==> config.mk <==
export PLATFORM = sky130hd
export DESIGN_NAME = frs_field_reversal
export DESIGN_NICKNAME = d
export VERILOG_FILES = /design/src/frs_field_reversal.v /design/src/frs_wait_timer.v
export VERILOG_INCLUDE_DIRS = /design/src
export SDC_FILE = /design/constraint.sdc
export NUM_CORES = 1
export LEC_CHECK = 0
export ABC_AREA = 1
export ABC_CLOCK_PERIOD_IN_PS = 19470
export BUFFER_PORTS_ARGS = -buffer_cell sky130_fd_sc_hd__buf_2
export CORE_UTILIZATION = 35
export DETAILED_ROUTE_END_ITERATION = 10
export SETUP_SLACK_MARGIN = 0.3
export SYNTH_ARGS = -nofsm -noshare
export SYNTH_HDL_FRONTEND = slang
export SYNTH_SLANG_ARGS = --single-unit
==> constraint.sdc <==
create_clock -name clk -period 19.47 [get_ports clk]
set_input_delay 4.8675 -clock clk [delete_from_list [all_inputs] [get_ports clk]]
set_output_delay 4.8675 -clock clk [all_outputs]
set_load 0.005 [all_outputs]
==> src/frs_regs.vh <==
// Register map, field layout, reset values and timing constants of the field reversal sequencer
`ifndef FRS_REGS_VH
`define FRS_REGS_VH

`define FRS_ADDR_W        8
`define FRS_DATA_W        32

`define FRS_OFS_CFG       8'h00
`define FRS_OFS_WAIT_A    8'h04
`define FRS_OFS_WAIT_B    8'h08
`define FRS_OFS_FLD_MIN   8'h0C
`define FRS_OFS_FLD_FACT  8'h10
`define FRS_OFS_STATUS    8'h14

`define FRS_CFG_SRC_LSB   0
`define FRS_SRC_EMF       2'h3
`define FRS_WAIT0_LSB     0
`define FRS_WAIT1_LSB     8
`define FRS_WAIT2_LSB     16
`define FRS_WAIT3_LSB     24
`define FRS_WAIT4_LSB     0

`define FRS_RST_SRC       2'h0
`define FRS_RST_WAIT0     8'h1E
`define FRS_RST_WAIT1     8'h02
`define FRS_RST_WAIT2     8'h01
`define FRS_RST_WAIT3     8'h1E
`define FRS_RST_WAIT4     8'h1E
`define FRS_WAIT_MAX      8'h64
`define FRS_RST_FLD_MIN   16'h0000
`define FRS_RST_FLD_FACT  16'h0100
`define FRS_FACT_FRAC     8

`define FRS_CLK_MHZ       250
`define FRS_TICK_MS       100
`define FRS_TICK_CYC      (`FRS_TICK_MS * 1000 * `FRS_CLK_MHZ)
`define FRS_BRAKE_MS      30
`define FRS_BRAKE_CYC     (`FRS_BRAKE_MS * 1000 * `FRS_CLK_MHZ)

`endif

==> src/frs_field_reversal.v <==
// Field reversal sequencer: contactor commands, pulse inhibits, waits and braking
//
// Added by the designer: the register addresses and strobed register access.
`default_nettype none
`include "frs_regs.vh"

// How it works
// Two contactor commands, positive and negative field
// Select low gives positive, high gives negative
// Select level change starts a field reversal
// Running reversal finishes, select changes ignored
// Select reversal only without active brake request
// Wait armature zero, inhibit armature, hold o1.4
// Inhibit field pulses, wait field below minimum
// After wait 0, open the active contactor
// After wait 1, close the new contactor
// Invert speed sign unless source is EMF
// After wait 2, re-enable field pulses
// Field above setpoint times factor, wait 3
// Brake request held 30 ms, contactor closed
// Brake reversal only when speed already negative
// Zero setpoint, speed below min, zero current, o7.2
// Hold o7.2 while brake request stays high
// Mismatched field after braking reverses with wait 4
// After brake stay o7.2 until stop and switch-on
// Setpoint filter zero is the configurer's duty
// Waits count down 0.1 s ticks from settings
module frs_field_reversal #(
  parameter [31:0] TICK_CYCLES  = `FRS_TICK_CYC,
  parameter [31:0] BRAKE_CYCLES = `FRS_BRAKE_CYC
) (
  input  wire        clk,
  input  wire        reset_n,
  input  wire [7:0]  addr,
  input  wire [31:0] wdata,
  input  wire        wr,
  input  wire        rd,
  output reg  [31:0] rdata,
  input  wire        direction_select_source,
  input  wire        brake_reversal_source,
  input  wire        line_contactor_closed,
  input  wire        armature_current_zero,
  input  wire        speed_below_min,
  input  wire [15:0] speed_actual,
  input  wire [15:0] field_current_actual,
  input  wire [15:0] field_current_setpoint,
  input  wire        stop_switch_on_ack,
  output wire [1:0]  field_contactor_cmd,
  output wire        armature_pulse_inhibit,
  output wire        field_pulse_inhibit,
  output wire        speed_invert,
  output wire        force_zero_setpoint,
  output wire        hold_o14,
  output wire        hold_o72,
  output wire        reversal_busy
);

  ////////////////////////////////////////////////////////////////////////////
  // States

  localparam [12:0] S_INIT   = 13'h0001;
  localparam [12:0] S_IDLE   = 13'h0002;
  localparam [12:0] S_A_IZ   = 13'h0004;
  localparam [12:0] S_F_OFF  = 13'h0008;
  localparam [12:0] S_W0     = 13'h0010;
  localparam [12:0] S_W1     = 13'h0020;
  localparam [12:0] S_W2     = 13'h0040;
  localparam [12:0] S_F_ON   = 13'h0080;
  localparam [12:0] S_W3     = 13'h0100;
  localparam [12:0] S_B_RAMP = 13'h0200;
  localparam [12:0] S_B_IZ   = 13'h0400;
  localparam [12:0] S_B_HOLD = 13'h0800;
  localparam [12:0] S_B_WAIT = 13'h1000;

  localparam [1:0]  PH_DIR   = 2'h0;
  localparam [1:0]  PH_PRE   = 2'h1;
  localparam [1:0]  PH_POST  = 2'h2;

  ////////////////////////////////////////////////////////////////////////////
  // Declarations

  reg  [1:0]  src_r;
  reg  [7:0]  wait0_r;
  reg  [7:0]  wait1_r;
  reg  [7:0]  wait2_r;
  reg  [7:0]  wait3_r;
  reg  [7:0]  wait4_r;
  reg  [15:0] fld_min_r;
  reg  [15:0] fld_fact_r;

  reg  [12:0] state_r;
  reg  [1:0]  phase_r;
  reg  [1:0]  cmd_r;
  reg         field_dir_r;
  reg         inv_r;
  reg         arm_inh_r;
  reg         fld_inh_r;
  reg         zero_sp_r;
  reg         o72_r;
  reg         ld_r;
  reg  [7:0]  ld_val_r;

  reg         dir_m_r;
  reg         dir_s_r;
  reg         brk_m_r;
  reg         brk_s_r;
  reg  [31:0] brk_cnt_r;
  reg         brk_ok_r;

  wire        tmr_done;
  wire        spd_neg;
  wire        fld_low;
  wire        fld_ok;
  wire [31:0] fld_target;
  wire [31:0] fld_scaled;

  ////////////////////////////////////////////////////////////////////////////
  // Register port

  // Wait settings saturate at 10.0 s
  function [7:0] frs_clamp;
    input [7:0] v;
    begin
      frs_clamp = (v > `FRS_WAIT_MAX) ? `FRS_WAIT_MAX : v;
    end
  endfunction

  always @(posedge clk or negedge reset_n) begin
    if (!reset_n) begin
      src_r      <= `FRS_RST_SRC;
      wait0_r    <= `FRS_RST_WAIT0;
      wait1_r    <= `FRS_RST_WAIT1;
      wait2_r    <= `FRS_RST_WAIT2;
      wait3_r    <= `FRS_RST_WAIT3;
      wait4_r    <= `FRS_RST_WAIT4;
      fld_min_r  <= `FRS_RST_FLD_MIN;
      fld_fact_r <= `FRS_RST_FLD_FACT;
    end else if (wr) begin
      case (addr)
        `FRS_OFS_CFG: begin
          src_r <= wdata[`FRS_CFG_SRC_LSB +: 2];
        end
        `FRS_OFS_WAIT_A: begin
          wait0_r <= frs_clamp(wdata[`FRS_WAIT0_LSB +: 8]);
          wait1_r <= frs_clamp(wdata[`FRS_WAIT1_LSB +: 8]);
          wait2_r <= frs_clamp(wdata[`FRS_WAIT2_LSB +: 8]);
          wait3_r <= frs_clamp(wdata[`FRS_WAIT3_LSB +: 8]);
        end
        `FRS_OFS_WAIT_B: begin
          wait4_r <= frs_clamp(wdata[`FRS_WAIT4_LSB +: 8]);
        end
        `FRS_OFS_FLD_MIN: begin
          fld_min_r <= wdata[15:0];
        end
        `FRS_OFS_FLD_FACT: begin
          fld_fact_r <= wdata[15:0];
        end
        default: begin
        end
      endcase
    end
  end

  // Read data valid the cycle after the strobe, zero elsewhere
  always @(posedge clk or negedge reset_n) begin
    if (!reset_n) begin
      rdata <= 32'h0;
    end else if (rd) begin
      case (addr)
        `FRS_OFS_CFG:      rdata <= {30'h0, src_r};
        `FRS_OFS_WAIT_A:   rdata <= {wait3_r, wait2_r, wait1_r, wait0_r};
        `FRS_OFS_WAIT_B:   rdata <= {24'h0, wait4_r};
        `FRS_OFS_FLD_MIN:  rdata <= {16'h0, fld_min_r};
        `FRS_OFS_FLD_FACT: rdata <= {16'h0, fld_fact_r};
        `FRS_OFS_STATUS:   rdata <= {11'h0, phase_r, o72_r, brk_ok_r, inv_r,
                                     field_dir_r, cmd_r, state_r};
        default:           rdata <= 32'h0;
      endcase
    end else begin
      rdata <= 32'h0;
    end
  end

  ////////////////////////////////////////////////////////////////////////////
  // Pin synchronisers and brake debounce

  always @(posedge clk or negedge reset_n) begin
    if (!reset_n) begin
      dir_m_r <= 1'b0;
      dir_s_r <= 1'b0;
      brk_m_r <= 1'b0;
      brk_s_r <= 1'b0;
    end else begin
      dir_m_r <= direction_select_source;
      dir_s_r <= dir_m_r;
      brk_m_r <= brake_reversal_source;
      brk_s_r <= brk_m_r;
    end
  end

  // Request counts only with the line contactor closed
  always @(posedge clk or negedge reset_n) begin
    if (!reset_n) begin
      brk_cnt_r <= 32'h0;
      brk_ok_r  <= 1'b0;
    end else if (!brk_s_r || !line_contactor_closed) begin
      brk_cnt_r <= 32'h0;
      brk_ok_r  <= 1'b0;
    end else if (brk_cnt_r >= BRAKE_CYCLES - 32'h1) begin
      brk_ok_r <= 1'b1;
    end else begin
      brk_cnt_r <= brk_cnt_r + 32'h1;
    end
  end

  ////////////////////////////////////////////////////////////////////////////
  // Condition decode

  // Internal speed carries the field inversion
  assign spd_neg    = speed_actual[15] ^ speed_invert;
  assign fld_low    = field_current_actual < fld_min_r;
  assign fld_target = {16'h0, field_current_setpoint} * {16'h0, fld_fact_r};
  assign fld_scaled = {8'h0, field_current_actual, 8'h0};
  assign fld_ok     = fld_scaled > fld_target;

  frs_wait_timer #(
    .W           (8),
    .TICK_CYCLES (TICK_CYCLES)
  ) u_timer (
    .clk     (clk),
    .reset_n (reset_n),
    .load    (ld_r),
    .value   (ld_val_r),
    .done    (tmr_done)
  );

  ////////////////////////////////////////////////////////////////////////////
  // Sequencer

  always @(posedge clk or negedge reset_n) begin
    if (!reset_n) begin
      state_r     <= S_INIT;
      phase_r     <= PH_DIR;
      cmd_r       <= 2'h0;
      field_dir_r <= 1'b0;
      inv_r       <= 1'b0;
      arm_inh_r   <= 1'b0;
      fld_inh_r   <= 1'b0;
      zero_sp_r   <= 1'b0;
      o72_r       <= 1'b0;
      ld_r        <= 1'b0;
      ld_val_r    <= 8'h0;
    end else begin
      ld_r <= 1'b0;
      case (state_r)
        S_INIT: begin
          // Synchroniser still reads its reset low here, so the start is always positive
          field_dir_r <= dir_s_r;
          cmd_r       <= dir_s_r ? 2'h2 : 2'h1;
          state_r     <= S_IDLE;
        end
        S_IDLE: begin
          if (brk_ok_r) begin
            zero_sp_r <= !spd_neg;
            phase_r   <= PH_PRE;
            state_r   <= spd_neg ? S_A_IZ : S_B_RAMP;
          end else if (dir_s_r != field_dir_r) begin
            phase_r <= PH_DIR;
            state_r <= S_A_IZ;
          end
        end
        S_A_IZ: begin
          if (armature_current_zero) begin
            arm_inh_r <= 1'b1;
            fld_inh_r <= 1'b1;
            state_r   <= S_F_OFF;
          end
        end
        S_F_OFF: begin
          if (fld_low) begin
            ld_r     <= 1'b1;
            ld_val_r <= wait0_r;
            state_r  <= S_W0;
          end
        end
        S_W0: begin
          if (tmr_done) begin
            cmd_r    <= 2'h0;
            ld_r     <= 1'b1;
            ld_val_r <= wait1_r;
            state_r  <= S_W1;
          end
        end
        S_W1: begin
          if (tmr_done) begin
            field_dir_r <= !field_dir_r;
            cmd_r       <= field_dir_r ? 2'h1 : 2'h2;
            inv_r       <= !inv_r;
            ld_r        <= 1'b1;
            ld_val_r    <= wait2_r;
            state_r     <= S_W2;
          end
        end
        S_W2: begin
          if (tmr_done) begin
            fld_inh_r <= 1'b0;
            state_r   <= S_F_ON;
          end
        end
        S_F_ON: begin
          if (fld_ok) begin
            ld_r     <= 1'b1;
            ld_val_r <= (phase_r == PH_POST) ? wait4_r : wait3_r;
            state_r  <= S_W3;
          end
        end
        S_W3: begin
          if (tmr_done) begin
            arm_inh_r <= 1'b0;
            if (phase_r == PH_PRE) begin
              zero_sp_r <= 1'b1;
              state_r   <= S_B_RAMP;
            end else if (phase_r == PH_POST) begin
              state_r <= S_B_WAIT;
            end else begin
              state_r <= S_IDLE;
            end
          end
        end
        S_B_RAMP: begin
          if (speed_below_min) begin
            state_r <= S_B_IZ;
          end
        end
        S_B_IZ: begin
          if (armature_current_zero) begin
            arm_inh_r <= 1'b1;
            o72_r     <= 1'b1;
            state_r   <= S_B_HOLD;
          end
        end
        S_B_HOLD: begin
          if (!brk_s_r) begin
            zero_sp_r <= 1'b0;
            arm_inh_r <= 1'b0;
            if (dir_s_r != field_dir_r) begin
              phase_r <= PH_POST;
              state_r <= S_A_IZ;
            end else begin
              state_r <= S_B_WAIT;
            end
          end
        end
        S_B_WAIT: begin
          // Leaves o7.2 only on external stop and switch-on
          if (stop_switch_on_ack) begin
            o72_r   <= 1'b0;
            phase_r <= PH_DIR;
            state_r <= S_IDLE;
          end
        end
        default: begin
          state_r <= S_INIT;
        end
      endcase
    end
  end

  ////////////////////////////////////////////////////////////////////////////
  // Outputs

  assign field_contactor_cmd    = cmd_r;
  assign armature_pulse_inhibit = arm_inh_r;
  assign field_pulse_inhibit    = fld_inh_r;
  // EMF needs no inversion, it follows the field by itself
  assign speed_invert           = inv_r && (src_r != `FRS_SRC_EMF);
  assign force_zero_setpoint    = zero_sp_r;
  assign hold_o14               = arm_inh_r && !o72_r;
  assign hold_o72               = o72_r;
  assign reversal_busy          = !(state_r == S_IDLE) && !(state_r == S_INIT);

endmodule

`default_nettype wire

==> src/frs_wait_timer.v <==
// Down-counting wait timer in 0.1 s steps for the field reversal sequencer
`default_nettype none

module frs_wait_timer #(
  parameter         W           = 8,
  parameter [31:0]  TICK_CYCLES = 32'd25000000
) (
  input  wire         clk,
  input  wire         reset_n,
  input  wire         load,
  input  wire [W-1:0] value,
  output wire         done
);

  reg [31:0]  pre_r;
  reg [W-1:0] cnt_r;
  reg         busy_r;

  // Prescaler restarts on load so every wait is a full number of ticks
  always @(posedge clk or negedge reset_n) begin
    if (!reset_n) begin
      pre_r  <= 32'h0;
      cnt_r  <= {W{1'b0}};
      busy_r <= 1'b0;
    end else if (load) begin
      pre_r  <= 32'h0;
      cnt_r  <= value;
      busy_r <= 1'b1;
    end else if (busy_r) begin
      if (cnt_r == {W{1'b0}}) begin
        busy_r <= 1'b0;
      end else if (pre_r == TICK_CYCLES - 32'h1) begin
        pre_r <= 32'h0;
        cnt_r <= cnt_r - {{(W-1){1'b0}}, 1'b1};
      end else begin
        pre_r <= pre_r + 32'h1;
      end
    end
  end

  // Load masks done so a stale idle timer never ends a new wait
  assign done = !busy_r && !load;

endmodule

`default_nettype wire

==> run summary <==
critical path's slowest cell -> fa_1
Mapped Area -> 20580 µm²
DRC violation count after routing -> 0
TNS Setup -> 0 ps
largest family of logic cells by synthesized area -> adder cells
Die W -> 244.5 µm
Initial Util -> 35.54%
Clock transition at path regs -> 60 ps
largest net degree at the start of global routing -> 91
prevailing post-synth register cell -> dfrtp_1
maximum buffer depth of the clock tree -> 3
Post-synth ARST share -> 100.0%
Peak Freq -> 88.01 MHz
#FFs+latches synth -> 216
final antenna-violating net count -> 0
Worst Skew -> 18.69 ps
RD Place Congestion -> 0.9220
routed length per instance -> 15.59 µm
first-pass GRT wire length -> 91600 µm
max_cap viols -> 0
Final nets -> 3210
number of library cell types mapped by synthesis -> 54
CTS tree -> built
core area -> 57920 µm²
Synth Area in Compound Gates -> 8.779%
Worst EP required -> 19940 ps
Crit Path Class -> in -> reg
status -> finished clean
initial DRC count -> 1044
Vias/cell -> 4.765
PortBufs -> 123
final WL -> 55490 µm
drt pass-1 iters -> 5
H-tree depth -> 1
Synth Area in Simple Gates -> 22.77%
Sink Count -> 216
Post-Synth Adder-Cell Area -> 27.50%
Rows -> 88
Post-CTS Resized -> 0
post-synthesis mux area share -> 0.05471%
Syn-to-layout area delta -> 10.64%
sequential share of the synthesized area -> 26.36%
fin crit share -> 58.36%
post-route minimum period -> 11360 ps
Worst VDD drop -> 66.61 µV
RSZ-0062 raised after global routing -> no
synthesis warning total -> 0
final hold viol count -> 0
number of global-route vias before repair -> 17100
postcts setup bufs -> 0
CTS root buf -> clkbuf_16
Power per Cell Area -> 60.95 nW/µm²
grt ovf -> 0
CTS Buf Count -> 25
Mapped Cells -> 2707
XOR/XNOR Fraction of Synth Area -> 1.277%
GRT Resource Usage Total -> 19.21%
Die H -> 244.5 µm
total number of vias -> 16960
antenna violations before repair -> 2
startpoint type of the worst setup path -> input pin
EDFF count, synth -> 0
ant diodes -> 0
Boundary Pins -> 139
Hold Buf Count CTS -> 0
worst min path class -> reg -> reg
Synth Net Count -> 3141
die area -> 59780 µm²
CP Max Fanout -> 16
share of cells above drive strength 1 -> 9.553%
WP data arrival -> 11830 ps
Worst slew margin -> 28.35%
final hold slack -> 347.3 ps
Slew @ Worst Pin -> 1069 ps
mean post-synth cell area -> 7.603 µm²
Final Setup Violations -> 0
DP HPWL -> 44280 µm
CP Capture Type -> register
Final Max Slew Viols -> 0
most used cell, CP -> nand2_1
Worst-Skew Late Latency -> 540 ps
leakage -> 12.37 nW
delay of the slowest cell on the worst path -> 590 ps
[cells in the mapped netlist (all sizes together) (2+ instances only)]
library cell,number,share of area (%)
nand2,721,13
inv,626,11
dfrtp,200,24
fa,194,19
nor2,182,3.9
o21ai,148,3.6
ha,142,8.6
clkbuf,86,1.6
a21oi,81,2.0
nand3,66,1.8
nand4,45,1.4
nor3,37,1.1
nor4,23,0.86
o22ai,17,0.52
xor2,17,0.72
dfstp,16,2.0
a221oi,14,0.60
a31oi,14,0.43
xnor2,13,0.55
o31ai,10,0.36
buf,8,0.21
o211ai,8,0.29
o21a,7,0.26
nor3b,6,0.24
a211oi,5,0.18
o2111ai,4,0.17
clkinv,3,0.055
a21o,2,0.073
a22oi,2,0.073
a31o,2,0.085
o21bai,2,0.073
[cell families after synthesis]
logic type	Yosys count
XOR/XNOR	30
AO/OA/AOI/OAI	318
buffers and inverters	723
adder cells (fa/ha/maj)	336
AND/OR/NAND/NOR	1083
flip-flops	216
multiplexers	1
[worst paths after layout]
path                                                 from                       endpoint  cells after the start  slack [ps]
worst max-delay path            field_current_setpoint[8]        ld_val_r[6]$_DFFE_PN0P_                     34        8110
worst min-delay path                    brk_m_r$_DFF_PN0_              brk_s_r$_DFF_PN0_                      0         350
worst max register to register  fld_fact_r[3]$_DFFE_PN0P_        ld_val_r[6]$_DFFE_PN0P_                     33       11890
worst min register to register          brk_m_r$_DFF_PN0_              brk_s_r$_DFF_PN0_                      0         350
max in group asynchronous                         reset_n  u_timer.pre_r[23]$_DFFE_PN0P_                      2       13720
min in group asynchronous                         reset_n            rdata[27]$_DFF_PN0_                      1        4340
[critical path, delay by kind of cell]
kind	cells	cell delay, ps
AND/OR/NAND/NOR	18	1930
XOR/XNOR	1	230
buffers and inverters	5	590
adder cells (fa/ha/maj)	8	3680
AO/OA/AOI/OAI	2	510
[cells in the final DEF (no fill, tap or decap), types with 17 or more instances in the layout]
cell	n
nand2_1	706
inv_1	619
dfrtp_1	200
fa_1	194
nor2_1	156
ha_1	142
o21ai_0	141
buf_2	122
a21oi_1	81
nand3_1	60
nand4_1	44
nor3_1	29
clkbuf_16	25
nor4_1	19
o22ai_1	17
xor2_1	17
[through the flow]
step	cells	util, %	setup slack [ps]	total power (W)	cell area (µm²)
finish	3560	39.32	8108	0.001388	22770
global route	3560	39.32	7586	0.001484	22770
CTS	3560	39.32	8076	0.001405	22770
detailed placement	3514	37.81	7523	0.0008991	21900
global placement	3514	37.81	7522	0.0008966	21900
floorplan	2707	-	8240	0.0007732	20580
[where the power goes]
| part | internal [W] | switching, W |
|---|---|---|
| sequential | 0.000474 | 0.0000257 |
| clock | 0.000302 | 0.000198 |
| combinational | 0.000138 | 0.000251 |
| total | 0.000913 | 0.000475 |
[state kept, by name (all words and copies together) (netlist names), 13 cells and up]
| name | count |
|---|---|
| brk_cnt_r | 32 |
| fld_fact_r | 16 |
| fld_min_r | 16 |
| rdata | 32 |
| state_r | 13 |
| u_timer.pre_r | 32 |
[per-layer routing]
layer / GRT usage [%] / up-vias / wire (µm)
li1: - / 8416 / -
met1: 25.87 / 8130 / 25190
met2: 32.28 / 341 / 26400
met3: 2.864 / 73 / 2655
met4: 4.614 / 2 / 1226
met5: 0 / - / 11
[cell type report]
| type | instances | area, µm² |
|---|---|---|
| multi-input combinational | 1768 | 12430 |
| timing repair buffer | 136 | 723.2 |
| clock buffer | 31 | 678.2 |
| sequential | 216 | 5425 |
| clock inverter | 15 | 195.2 |
| fill | 6078 | 35150 |
| tap | 765 | 957.2 |
| inverter | 629 | 2361 |
Note: power is estimated with default switching activity, not from simulation.
